===== src/shared/hbgs_pkg.sv =====
// Constants, states and timing for the buck gate sequencer.
// Assumes a 100 MHz system clock; all delays become cycle counts here.

package hbgs_pkg;

    // ------------------------------------------------------------------
    // Clock and raw timing figures
    // ------------------------------------------------------------------
    localparam int CLK_MHZ         = 100;
    localparam int DEAD_NS         = 140;
    localparam int HIGH_OFF_NS     = 180;
    localparam int HIGH_ON_NS      = 320;
    localparam int FILT_NS         = 50;
    localparam int WATCHDOG_US     = 20;
    localparam int REFRESH_US      = 1;
    localparam int PRECHARGE_US    = 10;
    localparam int SYNC_STAGES     = 2;

    // ------------------------------------------------------------------
    // Derived cycle counts (rounded up, at least one cycle)
    // ------------------------------------------------------------------
    localparam logic [11:0] DEAD_CYC =
        12'((DEAD_NS * CLK_MHZ + 999) / 1000);
    localparam logic [3:0]  FILT_CYC =
        4'((FILT_NS * CLK_MHZ + 999) / 1000);
    // Sync and filter latency are taken out of the edge delay
    localparam logic [11:0] HIGH_OFF_CYC =
        12'((HIGH_OFF_NS * CLK_MHZ + 999) / 1000
            - (FILT_NS * CLK_MHZ + 999) / 1000 - SYNC_STAGES);
    localparam logic [11:0] HIGH_ON_CYC =
        12'((HIGH_ON_NS * CLK_MHZ + 999) / 1000);
    localparam logic [11:0] WATCHDOG_CYC   = 12'(WATCHDOG_US * CLK_MHZ);
    localparam logic [11:0] REFRESH_CYC    = 12'(REFRESH_US * CLK_MHZ);
    localparam logic [11:0] PRECHARGE_CYC  = 12'(PRECHARGE_US * CLK_MHZ);

    // ------------------------------------------------------------------
    // Sequencer states
    // ------------------------------------------------------------------
    typedef enum logic [3:0] {
        ST_LOCKOUT,
        ST_PRECHARGE,
        ST_DEAD_TO_HI,
        ST_HI_ON,
        ST_HI_OFF_WAIT,
        ST_DEAD_TO_LO,
        ST_LO_ON,
        ST_LO_OFF_WAIT,
        ST_WD_DEAD,
        ST_WD_REFRESH,
        ST_DIS_DEAD,
        ST_DISABLED
    } hbgs_state_e;

endpackage


===== src/verilog/hbgs_sequencer.sv =====
// Gate sequencer for a time-delayed hysteretic buck regulator.
// Assumes comparator results arrive as asynchronous digital levels.
//
// Overview of operation
// Precharge: low side on, high off
// Feedback low keeps high side on
// Feedback high: high off after delay
// Low side waits dead interval after high
// Dead interval 140 ns, never both on
// Feedback low: low off, then high on
// 20 us high on forces 1 us refresh
// Disable input low means normal running
// Disable high: high off, low on
// Dimming signal between 120 Hz and 5 kHz
// Disable off time above ten high-times
// Supply low: lockout, both gates off
// Filter feedback against spurious toggles
// Low side on 320 ns after rise
// Lockout re-entered only below turn-off level
// Inputs synchronized, delays by cycle counters

`timescale 1ns/10ps

module hbgs_sequencer (
    // Clock and reset
    input  wire logic clk_in,
    input  wire logic sys_rst_in,
    // Comparator and control levels (asynchronous)
    input  wire logic current_sense_feedback_in,
    input  wire logic output_disable_input_in,
    input  wire logic supply_above_turn_on_in,
    input  wire logic supply_above_turn_off_in,
    // Gate commands
    output wire logic high_side_gate_out,
    output wire logic low_side_gate_out,
    // Status
    output wire logic undervoltage_lockout_state_out
);

    // ------------------------------------------------------------------
    // State record
    // ------------------------------------------------------------------
    typedef struct packed {
        hbgs_pkg::hbgs_state_e st;
        logic [11:0]           cnt;
        logic [11:0]           wd;
        logic [1:0]            fb_sync;
        logic [1:0]            dis_sync;
        logic [1:0]            on_sync;
        logic [1:0]            off_sync;
        logic [3:0]            flt_cnt;
        logic                  fb_filt;
        logic                  ho;
        logic                  lo;
    } hbgs_regs_s;

    hbgs_regs_s            s;
    hbgs_regs_s            next_s;
    hbgs_pkg::hbgs_state_e next_st;

    // ------------------------------------------------------------------
    // Gate decode per state
    // ------------------------------------------------------------------
    function automatic logic hbgs_ho_of(input hbgs_pkg::hbgs_state_e st);
        hbgs_ho_of = (st == hbgs_pkg::ST_HI_ON) ||
                     (st == hbgs_pkg::ST_HI_OFF_WAIT);
    endfunction

    function automatic logic hbgs_lo_of(input hbgs_pkg::hbgs_state_e st);
        hbgs_lo_of = (st == hbgs_pkg::ST_PRECHARGE) ||
                     (st == hbgs_pkg::ST_LO_ON) ||
                     (st == hbgs_pkg::ST_LO_OFF_WAIT) ||
                     (st == hbgs_pkg::ST_WD_REFRESH) ||
                     (st == hbgs_pkg::ST_DISABLED);
    endfunction

    // Synchronized levels (second stage only)
    logic fb_s;
    logic dis_s;
    logic on_s;
    logic off_s;

    assign fb_s  = s.fb_sync[1];
    assign dis_s = s.dis_sync[1];
    assign on_s  = s.on_sync[1];
    assign off_s = s.off_sync[1];

    // ------------------------------------------------------------------
    // Next-state logic
    // ------------------------------------------------------------------
    always_comb begin
        next_s = s;
        next_st = s.st;
        next_s.cnt = s.cnt + 12'h0001;

        // Two-stage synchronizers
        next_s.fb_sync  = {s.fb_sync[0],  current_sense_feedback_in};
        next_s.dis_sync = {s.dis_sync[0], output_disable_input_in};
        next_s.on_sync  = {s.on_sync[0],  supply_above_turn_on_in};
        next_s.off_sync = {s.off_sync[0], supply_above_turn_off_in};

        // Feedback must hold a new level before it is accepted
        if (fb_s != s.fb_filt) begin
            if (s.flt_cnt == hbgs_pkg::FILT_CYC - 4'h1) begin
                next_s.fb_filt = fb_s;
                next_s.flt_cnt = 4'h0;
            end else begin
                next_s.flt_cnt = s.flt_cnt + 4'h1;
            end
        end else begin
            next_s.flt_cnt = 4'h0;
        end

        // Watchdog counts uninterrupted high-side on time
        if ((s.st == hbgs_pkg::ST_HI_ON) && !s.fb_filt) begin
            next_s.wd = s.wd + 12'h0001;
        end else begin
            next_s.wd = 12'h0000;
        end

        case (s.st)
            hbgs_pkg::ST_LOCKOUT: begin
                if (on_s) begin
                    next_st = hbgs_pkg::ST_PRECHARGE;
                end
            end
            hbgs_pkg::ST_PRECHARGE: begin
                if (s.cnt == hbgs_pkg::PRECHARGE_CYC - 12'h0001) begin
                    next_st = dis_s ? hbgs_pkg::ST_DISABLED
                                    : hbgs_pkg::ST_DEAD_TO_HI;
                end
            end
            hbgs_pkg::ST_DEAD_TO_HI: begin
                if (s.cnt == hbgs_pkg::DEAD_CYC - 12'h0001) begin
                    next_st = hbgs_pkg::ST_HI_ON;
                end
            end
            hbgs_pkg::ST_HI_ON: begin
                if (s.fb_filt) begin
                    next_st = hbgs_pkg::ST_HI_OFF_WAIT;
                end else if (s.wd == hbgs_pkg::WATCHDOG_CYC - 12'h0001) begin
                    next_st = hbgs_pkg::ST_WD_DEAD;
                end
            end
            hbgs_pkg::ST_HI_OFF_WAIT: begin
                if (s.cnt == hbgs_pkg::HIGH_OFF_CYC - 12'h0001) begin
                    next_st = hbgs_pkg::ST_DEAD_TO_LO;
                end
            end
            hbgs_pkg::ST_DEAD_TO_LO: begin
                if (s.cnt == hbgs_pkg::DEAD_CYC - 12'h0001) begin
                    next_st = hbgs_pkg::ST_LO_ON;
                end
            end
            hbgs_pkg::ST_LO_ON: begin
                if (!s.fb_filt) begin
                    next_st = hbgs_pkg::ST_LO_OFF_WAIT;
                end
            end
            hbgs_pkg::ST_LO_OFF_WAIT: begin
                if (s.cnt == hbgs_pkg::HIGH_OFF_CYC - 12'h0001) begin
                    next_st = hbgs_pkg::ST_DEAD_TO_HI;
                end
            end
            hbgs_pkg::ST_WD_DEAD: begin
                if (s.cnt == hbgs_pkg::DEAD_CYC - 12'h0001) begin
                    next_st = hbgs_pkg::ST_WD_REFRESH;
                end
            end
            hbgs_pkg::ST_WD_REFRESH: begin
                if (s.cnt == hbgs_pkg::REFRESH_CYC - 12'h0001) begin
                    next_st = hbgs_pkg::ST_DEAD_TO_HI;
                end
            end
            hbgs_pkg::ST_DIS_DEAD: begin
                if (s.cnt == hbgs_pkg::DEAD_CYC - 12'h0001) begin
                    next_st = hbgs_pkg::ST_DISABLED;
                end
            end
            hbgs_pkg::ST_DISABLED: begin
                if (!dis_s) begin
                    next_st = s.fb_filt ? hbgs_pkg::ST_LO_ON
                                        : hbgs_pkg::ST_DEAD_TO_HI;
                end
            end
            default: begin
                next_st = hbgs_pkg::ST_LOCKOUT;
            end
        endcase

        // Disable: pass through dead interval if high side may be on
        if (dis_s) begin
            case (s.st)
                hbgs_pkg::ST_HI_ON,
                hbgs_pkg::ST_HI_OFF_WAIT,
                hbgs_pkg::ST_DEAD_TO_HI,
                hbgs_pkg::ST_DEAD_TO_LO,
                hbgs_pkg::ST_WD_DEAD: begin
                    next_st = hbgs_pkg::ST_DIS_DEAD;
                end
                hbgs_pkg::ST_LO_ON,
                hbgs_pkg::ST_LO_OFF_WAIT,
                hbgs_pkg::ST_WD_REFRESH: begin
                    next_st = hbgs_pkg::ST_DISABLED;
                end
                default: begin
                    next_st = next_st;
                end
            endcase
        end

        // Supply below turn-off level overrides everything
        if (!off_s) begin
            next_st = hbgs_pkg::ST_LOCKOUT;
        end

        if (next_st != s.st) begin
            next_s.cnt = 12'h0000;
        end
        next_s.st = next_st;
        next_s.ho = hbgs_ho_of(next_st);
        next_s.lo = hbgs_lo_of(next_st);
    end

    always_ff @(posedge clk_in) begin
        if (sys_rst_in) begin
            s <= '0;
        end else begin
            s <= next_s;
        end
    end

    assign high_side_gate_out             = s.ho;
    assign low_side_gate_out              = s.lo;
    assign undervoltage_lockout_state_out = (s.st == hbgs_pkg::ST_LOCKOUT);

    // ------------------------------------------------------------------
    // Assertions
    // ------------------------------------------------------------------
    localparam int A_HOFF = int'(hbgs_pkg::HIGH_OFF_CYC);
    localparam int A_HOFF_HI = int'(hbgs_pkg::HIGH_OFF_CYC) + 2;

    // Cycles both gates have been low, saturating
    logic [7:0] gap_cnt;
    always_ff @(posedge clk_in) begin
        if (sys_rst_in) begin
            gap_cnt <= 8'h00;
        end else if (s.ho || s.lo) begin
            gap_cnt <= 8'h00;
        end else if (gap_cnt != 8'hff) begin
            gap_cnt <= gap_cnt + 8'h01;
        end
    end
endmodule


===== config.mk =====
export PLATFORM = sky130hd
export DESIGN_NAME = hbgs_sequencer
export DESIGN_NICKNAME = d
export VERILOG_FILES = /design/src/shared/hbgs_pkg.sv /design/src/verilog/hbgs_sequencer.sv
export SDC_FILE = /design/constraint.sdc
export NUM_CORES = 1
export LEC_CHECK = 0
export ABC_AREA = 1
export BUFFER_PORTS_ARGS = -buffer_cell sky130_fd_sc_hd__buf_4
export CORE_MARGIN = 8
export CORE_UTILIZATION = 55
export CTS_CLUSTER_SIZE = 20
export DETAILED_ROUTE_END_ITERATION = 8
export PLACE_DENSITY_LB_ADDON = 0.05
export SLEW_MARGIN = 20
export SYNTH_ARGS = -nofsm -noshare
export SYNTH_HDL_FRONTEND = slang
export SYNTH_SLANG_ARGS = --single-unit

===== constraint.sdc =====
create_clock -name clk_in -period 1.64 [get_ports clk_in]
set_input_delay 0.164 -clock clk_in [delete_from_list [all_inputs] [get_ports clk_in]]
set_output_delay 0.164 -clock clk_in [all_outputs]
set_load 0.01 [all_outputs]

==> summary.txt <==
H-tree depth: 2
CP endpoint kind: flop
Core Rows: 23
gr usage total: 0.168
global route total overflow: 0
Async S/R FF share, synth: 0
violated checks: negative setup slack
Total Wirelength: 6440 um
# fillers: 247
TritonCTS clock tree: done
dominant cells by area after synthesis: dfxtp_1, nand2_1, nor2_1, inv_1, nand3_1
die area: 6530 um2
fin worst setup slack: -375 ps
leading area contributor after synthesis: dfxtp_1
Lkg Pwr: 1.45 nW
fin area: 3390 um2
EDFF count, synth: 0
Avg Inst Size Synth: 6.93 um2
status: complete, but fails checks
worst endpoint data arrival time: 2230 ps
first-pass GRT wire length: 8920 um
most frequent cells in the layout: buf_4, nand2_1, nor2_1, inv_1, dfxtp_1
insertion delay to the later sink of the worst-skew pair: 290 ps
CP Buf/Inv Count: 1
period utilisation layout: 1.23
Max clock buf depth: 2
Main synth FF type: dfxtp_1
num ports: 9
Setup TNS: -5090 ps
final hold vios: 0
endpoints failing setup: 17
CP Cell Sequence: nor2_1 > nand2_1 > nor2_2 > nand2_2 > nand2_1 > nand2_1 > nor2_1 > nand3_1 > nand2_2 > nand2_2 > nand2_2 > nand3_4 > buf_12 > nor3_4
Reg area: 885 um2
mapped cell area: 2310 um2
pre-CTS WS: -274 ps
Die Wd: 80.8 um
fmax: 496 MHz
Antenna Diode Count: 0
post-synth top area share: 0.373
Worst Skew: 9.62 ps
Clock transition at path regs: 90 ps
initial antenna violation count: 0
hold buffer count at CTS: 0
power per cell area: 559 nW/um2
drt drc: 0
synthesized net count: 346
Setup crit start kind: flop
most common cell after layout, fill and taps aside: buf_4
crit path kind: flop to flop
YS warnings: 0
post-route ant nets: 0
Post-Syn Instances: 333
Least-Margin Pin Slew: 415 ps
fraction of layout cells with a size suffix above 1: 0.426
WP data required: 1860 ps
Tightest Hold Check Type: input port to flop
max incr delay on CP: 330 ps
DRT iter0 DRCs: 120
DP Cell Count: 441
total power: 1.89 mW
first drt pass iteration count: 4
sequential area share after synthesis: 0.373
vias in the first global route: 2104
area of the multi-input gates: 1570 um2
# port buffers: 8
Netlist cell types: 28
GPL Wtd Cong: 0.933
max-slew violations: 0
root buffer cell: clkbuf_8
flop and latch count out of synthesis: 43
Core Footprint: 4030 um2
total clock sinks: 43
peak supply drop: 0.000534 V
Crit-path slowest cell: dfxtp_1
family with the most delay on the worst path: simple AND/OR/NAND/NOR gates
RSZ-0062 raised after global routing: true
relative slew slack: 0.721
via count: 2451
crit-path max FO: 6
Layout Nets: 418
wire length per cell: 14.1 um
pin count of the biggest net entering global routing: 14
TritonCTS buffer count: 5
Initial Util: 0.573
Synth-to-Final Area Change: 46.8%
post-placement cell area: 2880 um2
Non-Filler Instances: 456
crit-path most repeated cell: nand2_2
Max Cap Viol: 0
fin crit period: 2020 ps
HPWL after DPL: 3920 um
vias per cell: 5.38
Die Y: 80.8 um
## Yosys cell counts (3+ instances only)
cell	number
nand2_1	66
nor2_1	61
dfxtp_1	43
inv_1	43
nand3_1	31
a21oi_1	15
nor3_2	12
nor3_1	9
ha_1	7
xor2_1	7
xnor2_1	6
inv_2	5
nor3b_1	4
o21ai_0	3
## final timing paths
kind,from,end,slack [ps],cells after the start
setup / recovery,s[38],s[29],-380,14
hold / removal,supply_above_turn_on_in,next_s[10],80,3
setup reg to reg,s[38],s[29],-380,14
hold reg to reg,next_s[10],on_s,410,2
## tightest hold or removal path: stages
cell	delay (ps)
buf_4	80
inv_1	30
nor2_1	60
## logic make-up after synthesis
| logic type | Yosys count | share of synthesized area |
|---|---|---|
| buf+inv | 54 | 0.0954 |
| fa+ha+maj | 7 | 0.0379 |
| compound gates | 23 | 0.0537 |
| simple gates | 193 | 0.391 |
| xor+xnor | 13 | 0.0493 |
| flops | 43 | 0.373 |
## metal layers
layer | global-route usage | part of all wire | vias to the layer above | wire (um)
met5 | 0 | 0 | - | 0
met4 | 0.0607 | 0.020 | 0 | 132
met3 | 0.0342 | 0.043 | 15 | 277
met2 | 0.288 | 0.52 | 70 | 3370
met1 | 0.202 | 0.41 | 1172 | 2660
li1 | - | - | 1194 | -
## metrics by stage
| stage | hold WS (ps) | util |
|---|---|---|
| CTS | 71.4 | 0.753 |
| global placement | 362 | 0.715 |
| finish | 76.1 | 0.841 |
| global route | 77.1 | 0.841 |
| floorplan | 245 | - |
| detailed placement | 372 | 0.715 |
## where the power goes
group	internal, mW	leakage (nW)	switching [mW]
Sequential	1.06	0.356	0.0238
Clock	0.299	0.0455	0.360
Combinational	0.0755	1.05	0.0761
Total	1.43	1.45	0.460
## final cells by class
type | count | share of cell area
Timing Repair Buffer | 71 | 0.179
Tap cell | 50 | 0.0185
Multi-Input combinational cell | 236 | 0.462
Inverter | 48 | 0.0539
Clock inverter | 2 | 0.00332
Sequential cell | 43 | 0.261
Clock buffer | 6 | 0.0214
## sequential cells by signal (all words and copies together), names as in the netlist
name / flops
s: 33
next_s: 4
dis_s: 1
fb_s: 1
high_side_gate_out: 1
low_side_gate_out: 1
off_s: 1
on_s: 1
## repair_timing
| item | in CTS | in global routing |
|---|---|---|
| pin swaps | 5 | 32 |
| setup buffers | 2 | 5 |
| resized for setup | 17 | 71 |
| setup endpoints to repair | 17 | 22 |
| cloned | 0 | 2 |
(Power assumes the default switching activity.)
